## src/inc/plc_pkg.sv

```systemverilog
package plc_pkg;

    // management register addresses
    localparam logic [4:0] AUX_ADDR = 5'h12;
    localparam logic [4:0] LED_ADDR = 5'h13;
    localparam logic [4:0] STATUS_ADDR = 5'h11;

    // auxiliary control fields
    localparam int AUX_LOOP_BIT = 5;
    localparam int AUX_REVERSE_BIT = 4;
    localparam int AUX_JABBER_OFF_BIT = 0;
    localparam logic [15:0] AUX_WRITE_MASK = 16'h0031;
    localparam logic [15:0] AUX_RESET = 16'h0000;

    // status register bit that mirrors loopback
    localparam int STATUS_LOOP_BIT = 7;

    // indicator light control fields
    localparam int NUM_LEDS = 5;
    localparam int LED_TOP_LSB = 14;
    localparam int LED_ACT = 0;
    localparam int LED_L10 = 1;
    localparam int LED_L100 = 2;
    localparam int LED_L1000 = 3;
    localparam int LED_DUPLEX = 4;
    localparam int LED_REDUCED_BIT = 5;
    localparam int LED_IDLE_ERR_BIT = 3;
    localparam logic [15:0] LED_RESET = 16'h0000;

    // management frame constants
    localparam logic [1:0] OP_READ = 2'h2;
    localparam logic [1:0] OP_WRITE = 2'h1;
    localparam logic [5:0] PREAMBLE_LEN = 6'h20;
    localparam logic [3:0] HDR_LAST = 4'hb;
    localparam logic [3:0] TURN_LAST = 4'h1;
    localparam logic [3:0] DATA_LAST = 4'hf;

    // blink timing
    localparam longint CLK_HZ = 40000000;
    localparam longint BLINK_PERIOD_MS = 750;
    localparam longint BLINK_HALF_CYCLES = CLK_HZ * BLINK_PERIOD_MS / 1000 / 2;

    typedef enum logic [1:0] {
        LED_NORMAL = 2'h0,
        LED_OFF = 2'h1,
        LED_BLINK = 2'h2,
        LED_ON = 2'h3
    } plc_led_mode_t;

    typedef enum logic [4:0] {
        ST_IDLE = 5'h01,
        ST_START = 5'h02,
        ST_HEADER = 5'h04,
        ST_TURN = 5'h08,
        ST_DATA = 5'h10
    } plc_mgmt_state_t;

    typedef struct packed {
        logic en;
        logic er;
        logic [7:0] data;
    } plc_gmii_t;

endpackage

```

## src/plc_blink.sv

```systemverilog
// free-running half-period counter; phase toggles at each wrap
module plc_blink #(
    parameter logic [31:0] HALF_CYCLES = 32'(plc_pkg::BLINK_HALF_CYCLES)
) (
    input wire logic clk_i,
    input wire logic resetn_i,
    output logic phase_o
);
    logic [31:0] count;

    // count one half period, then flip the blink phase
    always_ff @(posedge clk_i or negedge resetn_i)
    begin
        if (!resetn_i)
        begin
            count <= 32'h0;
            phase_o <= 1'b0;
        end
        else if (count >= HALF_CYCLES - 32'h1)
        begin
            count <= 32'h0;
            phase_o <= ~phase_o;
        end
        else
        begin
            count <= count + 32'h1;
        end
    end
endmodule

```

## src/plc_led_drive.sv

```systemverilog
// per-light mode decode, registered drive
module plc_led_drive (
    input wire logic clk_i,
    input wire logic resetn_i,
    input wire logic [15:0] led_ctrl_i,
    input wire logic [plc_pkg::NUM_LEDS-1:0] status_i,
    input wire logic blink_i,
    output logic [plc_pkg::NUM_LEDS-1:0] led_o
);
    genvar i;
    generate
        for (i = 0; i < plc_pkg::NUM_LEDS; i++)
        begin : g_led
            localparam int LSB = plc_pkg::LED_TOP_LSB - 2 * i;
            plc_pkg::plc_led_mode_t mode;
            assign mode = plc_pkg::plc_led_mode_t'(led_ctrl_i[LSB+1:LSB]);
            // only the normal code follows device status
            always_ff @(posedge clk_i or negedge resetn_i)
            begin
                if (!resetn_i)
                    led_o[i] <= 1'b0;
                else
                begin
                    unique case (mode)
                        plc_pkg::LED_NORMAL: led_o[i] <= status_i[i];
                        plc_pkg::LED_OFF: led_o[i] <= 1'b0;
                        plc_pkg::LED_BLINK: led_o[i] <= blink_i;
                        plc_pkg::LED_ON: led_o[i] <= 1'b1;
                    endcase
                end
            end
        end
    endgenerate
endmodule

```

## src/plc_top.sv

```systemverilog
module plc_top #(
    parameter logic [31:0] BLINK_HALF_CYCLES = 32'(plc_pkg::BLINK_HALF_CYCLES)
) (
    input wire logic clk_i,
    input wire logic resetn_i,
    input wire logic [4:0] phy_addr_i,
    input wire logic mdc_i,
    input wire logic mdio_i,
    output logic mdio_o,
    output logic mdio_oe_o,
    input wire plc_pkg::plc_gmii_t mac_tx_i,
    output plc_pkg::plc_gmii_t mac_rx_o,
    output plc_pkg::plc_gmii_t line_tx_o,
    input wire plc_pkg::plc_gmii_t line_rx_i,
    input wire logic speed_10_i,
    input wire logic jabber_detect_i,
    output logic jabber_o,
    output logic loopback_status_o,
    input wire logic link_10_i,
    input wire logic link_100_i,
    input wire logic link_1000_i,
    input wire logic full_duplex_i,
    input wire logic idle_error_i,
    input wire logic reduced_link_only_i,
    output logic [plc_pkg::NUM_LEDS-1:0] led_o
);

    logic [15:0] aux_ctrl;
    logic [15:0] led_ctrl;
    logic mdc_s1;
    logic mdc_s2;
    logic mdc_s3;
    logic mdio_s1;
    logic mdio_s2;
    logic mdc_rise;
    plc_pkg::plc_mgmt_state_t state;
    logic [5:0] pre_cnt;
    logic [3:0] bit_cnt;
    logic [11:0] header;
    logic [15:0] wr_shift;
    logic [15:0] rd_shift;
    logic [15:0] wr_word;
    logic wr_stb;
    logic [4:0] reg_addr;
    logic owned;
    logic sel_read;
    logic sel_write;
    logic [15:0] rdata;
    logic loop_en;
    logic reverse_en;
    logic [7:0] tx_rev;
    logic [7:0] rx_rev;
    logic [7:0] tx_bits;
    logic [7:0] rx_bits;
    logic activity;
    logic link_any;
    logic combined;
    logic blink;
    logic [plc_pkg::NUM_LEDS-1:0] led_status;

    // two-stage synchronisers for the management pins
    always_ff @(posedge clk_i or negedge resetn_i)
    begin
        if (!resetn_i)
        begin
            mdc_s1 <= 1'b1; // parked-high clock gives no false rise
            mdc_s2 <= 1'b1;
            mdc_s3 <= 1'b1;
            mdio_s1 <= 1'b1;
            mdio_s2 <= 1'b1;
        end
        else
        begin
            mdc_s1 <= mdc_i;
            mdc_s2 <= mdc_s1;
            mdc_s3 <= mdc_s2;
            mdio_s1 <= mdio_i;
            mdio_s2 <= mdio_s1;
        end
    end

    // management clock rising edge, seen after synchronisation
    assign mdc_rise = mdc_s2 & ~mdc_s3;

    // frame header decode, stable from turnaround onward
    assign reg_addr = header[4:0];
    assign owned = (reg_addr == plc_pkg::AUX_ADDR) || (reg_addr == plc_pkg::LED_ADDR);
    assign sel_read = (header[11:10] == plc_pkg::OP_READ) && (header[9:5] == phy_addr_i) && owned;
    assign sel_write = (header[11:10] == plc_pkg::OP_WRITE) && (header[9:5] == phy_addr_i) && owned;

    // frame sequencer: preamble, start, header, turnaround, data
    always_ff @(posedge clk_i or negedge resetn_i)
    begin
        if (!resetn_i)
        begin
            state <= plc_pkg::ST_IDLE;
            pre_cnt <= 6'h0;
            bit_cnt <= 4'h0;
            header <= 12'h0;
            wr_shift <= 16'h0;
        end
        else if (mdc_rise)
        begin
            unique case (state)
                plc_pkg::ST_IDLE:
                begin
                    if (mdio_s2)
                    begin
                        if (pre_cnt != plc_pkg::PREAMBLE_LEN)
                            pre_cnt <= pre_cnt + 6'h1;
                    end
                    else if (pre_cnt == plc_pkg::PREAMBLE_LEN)
                    begin
                        state <= plc_pkg::ST_START;
                        pre_cnt <= 6'h0;
                    end
                    else
                    begin
                        pre_cnt <= 6'h0;
                    end
                end
                plc_pkg::ST_START:
                begin
                    bit_cnt <= 4'h0;
                    if (mdio_s2)
                        state <= plc_pkg::ST_HEADER;
                    else
                        state <= plc_pkg::ST_IDLE;
                end
                plc_pkg::ST_HEADER:
                begin
                    header <= {header[10:0], mdio_s2};
                    bit_cnt <= bit_cnt + 4'h1;
                    if (bit_cnt == plc_pkg::HDR_LAST)
                    begin
                        state <= plc_pkg::ST_TURN;
                        bit_cnt <= 4'h0;
                    end
                end
                plc_pkg::ST_TURN:
                begin
                    bit_cnt <= bit_cnt + 4'h1;
                    if (bit_cnt == plc_pkg::TURN_LAST)
                    begin
                        state <= plc_pkg::ST_DATA;
                        bit_cnt <= 4'h0;
                    end
                end
                plc_pkg::ST_DATA:
                begin
                    wr_shift <= {wr_shift[14:0], mdio_s2};
                    bit_cnt <= bit_cnt + 4'h1;
                    if (bit_cnt == plc_pkg::DATA_LAST)
                    begin
                        state <= plc_pkg::ST_IDLE;
                        bit_cnt <= 4'h0;
                    end
                end
            endcase
        end
    end

    // write strobe and word at the last data bit of a write frame
    always_ff @(posedge clk_i or negedge resetn_i)
    begin
        if (!resetn_i)
        begin
            wr_stb <= 1'b0;
            wr_word <= 16'h0;
        end
        else
        begin
            wr_stb <= mdc_rise && (state == plc_pkg::ST_DATA)
                && (bit_cnt == plc_pkg::DATA_LAST) && sel_write;
            if (mdc_rise && (state == plc_pkg::ST_DATA))
                wr_word <= {wr_shift[14:0], mdio_s2};
        end
    end

    // read data drive: release, turnaround zero, then sixteen bits msb first
    always_ff @(posedge clk_i or negedge resetn_i)
    begin
        if (!resetn_i)
        begin
            mdio_o <= 1'b0;
            mdio_oe_o <= 1'b0;
            rd_shift <= 16'h0;
        end
        else if (mdc_rise)
        begin
            if ((state == plc_pkg::ST_TURN) && sel_read && (bit_cnt == 4'h0))
            begin
                mdio_oe_o <= 1'b1;
                mdio_o <= 1'b0;
            end
            else if ((state == plc_pkg::ST_TURN) && sel_read)
            begin
                mdio_o <= rdata[15];
                rd_shift <= {rdata[14:0], 1'b0};
            end
            else if ((state == plc_pkg::ST_DATA) && sel_read
                && (bit_cnt != plc_pkg::DATA_LAST))
            begin
                mdio_o <= rd_shift[15];
                rd_shift <= {rd_shift[14:0], 1'b0};
            end
            else
            begin
                mdio_oe_o <= 1'b0;
                mdio_o <= 1'b0;
            end
        end
    end

    // register read mux
    always_comb
    begin
        if (reg_addr == plc_pkg::AUX_ADDR)
            rdata = aux_ctrl & plc_pkg::AUX_WRITE_MASK;
        else if (reg_addr == plc_pkg::LED_ADDR)
            rdata = led_ctrl;
        else
            rdata = 16'h0;
    end

    // auxiliary control: only loopback, reverse and jabber bits hold state
    always_ff @(posedge clk_i or negedge resetn_i)
    begin
        if (!resetn_i)
            aux_ctrl <= plc_pkg::AUX_RESET;
        else if (wr_stb && (reg_addr == plc_pkg::AUX_ADDR))
            aux_ctrl <= wr_word & plc_pkg::AUX_WRITE_MASK;
    end

    // indicator light control, all sixteen bits stored
    always_ff @(posedge clk_i or negedge resetn_i)
    begin
        if (!resetn_i)
            led_ctrl <= plc_pkg::LED_RESET;
        else if (wr_stb && (reg_addr == plc_pkg::LED_ADDR))
            led_ctrl <= wr_word;
    end

    assign loop_en = aux_ctrl[plc_pkg::AUX_LOOP_BIT];
    assign reverse_en = aux_ctrl[plc_pkg::AUX_REVERSE_BIT];
    assign loopback_status_o = loop_en;

    // bit-reversed copies of both data bytes
    genvar b;
    generate
        for (b = 0; b < 8; b++)
        begin : g_rev
            assign tx_rev[b] = mac_tx_i.data[7-b];
            assign rx_rev[b] = line_rx_i.data[7-b];
        end
    endgenerate

    assign tx_bits = reverse_en ? tx_rev : mac_tx_i.data;
    assign rx_bits = reverse_en ? rx_rev : line_rx_i.data;

    // receive path toward the MAC, looped from transmit when enabled
    always_ff @(posedge clk_i or negedge resetn_i)
    begin
        if (!resetn_i)
            mac_rx_o <= '0;
        else if (loop_en)
            mac_rx_o <= mac_tx_i;
        else
            mac_rx_o <= '{en: line_rx_i.en, er: line_rx_i.er, data: rx_bits};
    end

    // transmit path toward the line, silent during loopback
    always_ff @(posedge clk_i or negedge resetn_i)
    begin
        if (!resetn_i)
            line_tx_o <= '0;
        else if (loop_en)
            line_tx_o <= '0;
        else
            line_tx_o <= '{en: mac_tx_i.en, er: mac_tx_i.er, data: tx_bits};
    end

    // jabber suppression at 10 Mb/s
    always_ff @(posedge clk_i or negedge resetn_i)
    begin
        if (!resetn_i)
            jabber_o <= 1'b0;
        else
            jabber_o <= jabber_detect_i
                & ~(aux_ctrl[plc_pkg::AUX_JABBER_OFF_BIT] & speed_10_i);
    end

    // device status that each light shows in normal mode
    assign activity = mac_tx_i.en | line_rx_i.en
        | (idle_error_i & led_ctrl[plc_pkg::LED_IDLE_ERR_BIT]);
    assign link_any = link_10_i | link_100_i | link_1000_i;
    assign combined = reduced_link_only_i ? link_any
        : (link_any & (activity ? blink : 1'b1));

    always_comb
    begin
        led_status = '0;
        led_status[plc_pkg::LED_ACT] = activity;
        led_status[plc_pkg::LED_L10] = led_ctrl[plc_pkg::LED_REDUCED_BIT]
            ? combined : link_10_i;
        led_status[plc_pkg::LED_L100] = link_100_i;
        led_status[plc_pkg::LED_L1000] = link_1000_i;
        led_status[plc_pkg::LED_DUPLEX] = link_any & full_duplex_i;
    end

    // shared blink phase
    plc_blink #(
        .HALF_CYCLES(BLINK_HALF_CYCLES)
    ) u_blink (
        .clk_i(clk_i),
        .resetn_i(resetn_i),
        .phase_o(blink)
    );

    // mode decode and registered light outputs
    plc_led_drive u_led (
        .clk_i(clk_i),
        .resetn_i(resetn_i),
        .led_ctrl_i(led_ctrl),
        .status_i(led_status),
        .blink_i(blink),
        .led_o(led_o)
    );

endmodule

```

## config.mk

```make
export PLATFORM = sky130hd
export DESIGN_NAME = plc_top
export DESIGN_NICKNAME = d
export VERILOG_FILES = /design/src/inc/plc_pkg.sv /design/src/plc_blink.sv /design/src/plc_led_drive.sv /design/src/plc_top.sv
export SDC_FILE = /design/constraint.sdc
export NUM_CORES = 1
export LEC_CHECK = 0
export ABC_AREA = 1
export BUFFER_PORTS_ARGS = -buffer_cell sky130_fd_sc_hd__buf_2
export CAP_MARGIN = 5
export CORE_MARGIN = 10
export CORE_UTILIZATION = 40
export CTS_CLUSTER_DIAMETER = 30
export DETAILED_ROUTE_END_ITERATION = 6
export SLEW_MARGIN = 20
export SYNTH_ARGS = -nofsm -noshare
export SYNTH_HDL_FRONTEND = slang
export SYNTH_SLANG_ARGS = --single-unit
```

## constraint.sdc

```tcl
create_clock -name clk_i -period 1.7 [get_ports clk_i]
set_input_delay 0.085 -clock clk_i [delete_from_list [all_inputs] [get_ports clk_i]]
set_output_delay 0.085 -clock clk_i [all_outputs]
set_load 0.05 [all_outputs]
```

==> results.sh <==
export IMPL_core_area_mm2=0.0165
export IMPL_row_count=47
export IMPL_arrival_ps=1960
export IMPL_crit_fanout=13
export IMPL_nFillCells=1508
export IMPL_drv_cap=0
export IMPL_globalRoute_totalOverflow=0
export IMPL_syn_instance_count=791
export IMPL_routed_via_count=5567
export IMPL_use_met1_pct=18.5
export IMPL_ctsLongestPathBuffers=2
export IMPL_via_per_inst=4.80
export IMPL_setup_tns_ps=0
export IMPL_dr_first_iter_drc_count=282
export IMPL_stdcell_area_mm2=0.00869
export IMPL_die_area_mm2=0.0224
export IMPL_cts_made_buffers=17
export IMPL_synth_simple_area_share_pct=26.0
export IMPL_dp_hpwl_um=11000
export IMPL_finalHoldViolCount=0
export IMPL_fin_nets=967
export IMPL_path_cells="inv_2 > nand2_2 > nand2_2 > nand3_2 > nor2_4 > nand3_4 > clkbuf_16 > nand2_1 > o21ai_0 > nand2_1 > nand2_1"
export IMPL_synth_fa_ha_area_share_pct=1.12
export IMPL_end_kind="flop"
export IMPL_synth_mux_area_share_pct=0.502
export IMPL_synth_compound_area_share_pct=10.0
export IMPL_total_power_mw=8.60
export IMPL_synth_ff_type="dfrtp_1"
export IMPL_drive_above_1_share_pct=22.1
export IMPL_initial_core_util_pct=40.7
export IMPL_setup_viol=0
export IMPL_use_met3_pct=3.62
export IMPL_die_w_um=150
export IMPL_slowest_delay_ps=390
export IMPL_path_class="reg -> reg"
export IMPL_synth_seq_cells=144
export IMPL_slew_violations=0
export IMPL_cp_slowest_cell="dfrtp_1"
export IMPL_area_growth_pct=29.2
export IMPL_cts_max_level=4
export IMPL_fmax_mhz=607
export IMPL_mostFrequentLayoutCells="nand2_1, dfrtp_1, inv_1"
export IMPL_status="completed"
export IMPL_finClkSkew_ps=9.86
export IMPL_mostFrequentLayoutCell="nand2_1"
export IMPL_clk_latency_ps=420
export IMPL_grt_pass1_wl_um=26700
export IMPL_critPathLaunchType="flop"
export IMPL_synth_xor_area_share_pct=2.08
export IMPL_multi_input_area_mm2=0.00286
export IMPL_synth_area_per_cell_um2=8.51
export IMPL_async_reset_ff_share_pct=100
export IMPL_drtAntennaViolNets=0
export IMPL_pre_cts_ws_ps=-78.2
export IMPL_cts_tree="done"
export IMPL_required_ps=2010
export IMPL_die_h_um=150
export IMPL_seq_area_frac_synth_pct=53.7
export IMPL_period_needed_ps=1650
export IMPL_drc_errors=0
export IMPL_gr_max_usage_layer="met2"
export IMPL_ys_warnings_count=0
export IMPL_synth_distinct_cells=43
export IMPL_routed_wl_um=15900
export IMPL_ioPinCount=66
export IMPL_antenna_found_initial=1
export IMPL_avgRoutedWirePerCell_um=13.7
export IMPL_rsz0062_at_grt="yes"
export IMPL_regArea_mm2=0.00361
export IMPL_dpl_cell_area_mm2=0.00754
export IMPL_leakagePower_nw=4.06
export IMPL_finalCritPeriodShare_pct=96.9
export IMPL_grt_usage_pct=14.7
export IMPL_cts_reportedPaths_clkPinSlew_ps=60
export IMPL_synth_area_mm2=0.00673
export IMPL_pwr_density_cell_mw_per_mm2=990
export IMPL_place_port_buffers=65
export IMPL_min_path_type="in -> reg"
export IMPL_firstDrtPassIters=4
export IMPL_synth_edf_count=0
export IMPL_synth_top_family_by_area="simple AND/OR/NAND/NOR gates"
export IMPL_peakVddDrop_v=0.000718
export IMPL_grt_max_degree=42
export IMPL_cpMostUsedCell="nand2_1"
export IMPL_grt_util_met2_pct=24.1
export IMPL_whs_ps=29.9
export IMPL_root_buffer="clkbuf_16"
export IMPL_grt_pass1_vias=5489
export IMPL_globalplace_congestion=0.857
export IMPL_fin_ws_ps=52.0
export IMPL_cts_sinks=144
[per-layer routing]
layer / part of all wire (%) / vias to the layer above
met1: 45 / 2657
met3: 3.4 / 19
met2: 50 / 92
li1: - / 2799
met4: 1.4 / 0
met5: 0 / -
[metrics by stage]
step,cells,utilization [%]
global placement,1092,45.6
CTS,1152,51.2
detailed placement,1092,45.6
floorplan,798,-
global route,1158,52.6
finish,1159,52.6
[Yosys cell counts, drive strengths merged, types with 2 or more instances]
master / n / area [µm²]
o31ai: 3 / 22.5
o22ai: 2 / 12.5
nor2: 101 / 453
nand4: 16 / 113
o211ai: 3 / 22.5
nand3: 25 / 170
buf: 9 / 60.1
xor2: 11 / 96.3
mux2: 3 / 33.8
inv: 89 / 334
dfrtp: 138 / 3450
dfstp: 6 / 158
nand2: 215 / 822
o21ai: 82 / 410
a21oi: 32 / 164
clkbuf: 11 / 41.3
ha: 6 / 75.1
a31oi: 3 / 18.8
xnor2: 5 / 43.8
nor3: 23 / 168
[layout make-up]
class,count,share of cell area [%]
tap,220,3.17
antenna,2,0.0576
clock inverter,9,1.47
multi-input combinational,545,32.9
sequential,144,41.5
timing repair buffer,126,11.3
inverter,90,3.89
clock buffer,23,5.73
[worst max-delay path, delay by kind of cell (launching register included)]
kind,cells,cell delay (ps)
compound gates,1,90
flops,1,390
buf+inv,2,290
simple gates,8,770
[cells by family after synthesis]
group,count (synthesis)
AO/OA/AOI/OAI,128
adder cells (fa/ha/maj),6
AND/OR/NAND/NOR,383
buffers and inverters,110
flip-flops,144
XOR/XNOR,16
other,1
multiplexers,3
[power by group]
part | leakage [nW] | internal (mW) | total, mW | switching [mW]
clock network | 0.313 | 2.50 | 3.90 | 1.39
logic | 1.85 | 0.322 | 0.935 | 0.613
registers | 1.90 | 3.63 | 3.77 | 0.144
total | 4.06 | 6.45 | 8.60 | 2.15
[final timing paths]
| check | slack (ps) | from | to | depth (start not counted) |
|---|---|---|---|---|
| setup / recovery | 50 | header[8] | rd_shift[9] | 11 |
| hold / removal | 30 | link_100_i | u_led.led_o[2] | 3 |
| setup reg to reg | 50 | header[8] | rd_shift[9] | 11 |
| hold reg to reg | 360 | mdio_s1 | mdio_s2 | 0 |
| max in group asynchronous | 870 | resetn_i | mdio_s1 | 3 |
| min in group asynchronous | 170 | resetn_i | pre_cnt[2] | 2 |
[registers in the layout, indices dropped and copies added, names as in the netlist, 4 cells and up]
signal	cells
line_tx_o	10
u_blink.count	32
led_ctrl	16
rd_shift	15
header	12
wr_shift	14
bit_cnt	4
mac_rx_o	10
u_led.led_o	5
pre_cnt	6
state	5
[repair_timing]
| action | in CTS | in global routing |
|---|---|---|
| gates cloned | 0 | 3 |
| resized for setup | 3 | 43 |
| pin swaps | 0 | 15 |
| hold endpoints to repair | 95 | 0 |
| buffers inserted | 0 | 2 |
| setup endpoints to repair | 17 | 52 |
| hold buffers | 28 | 0 |
No activity file was read; power rests on OpenSTA's default activity.
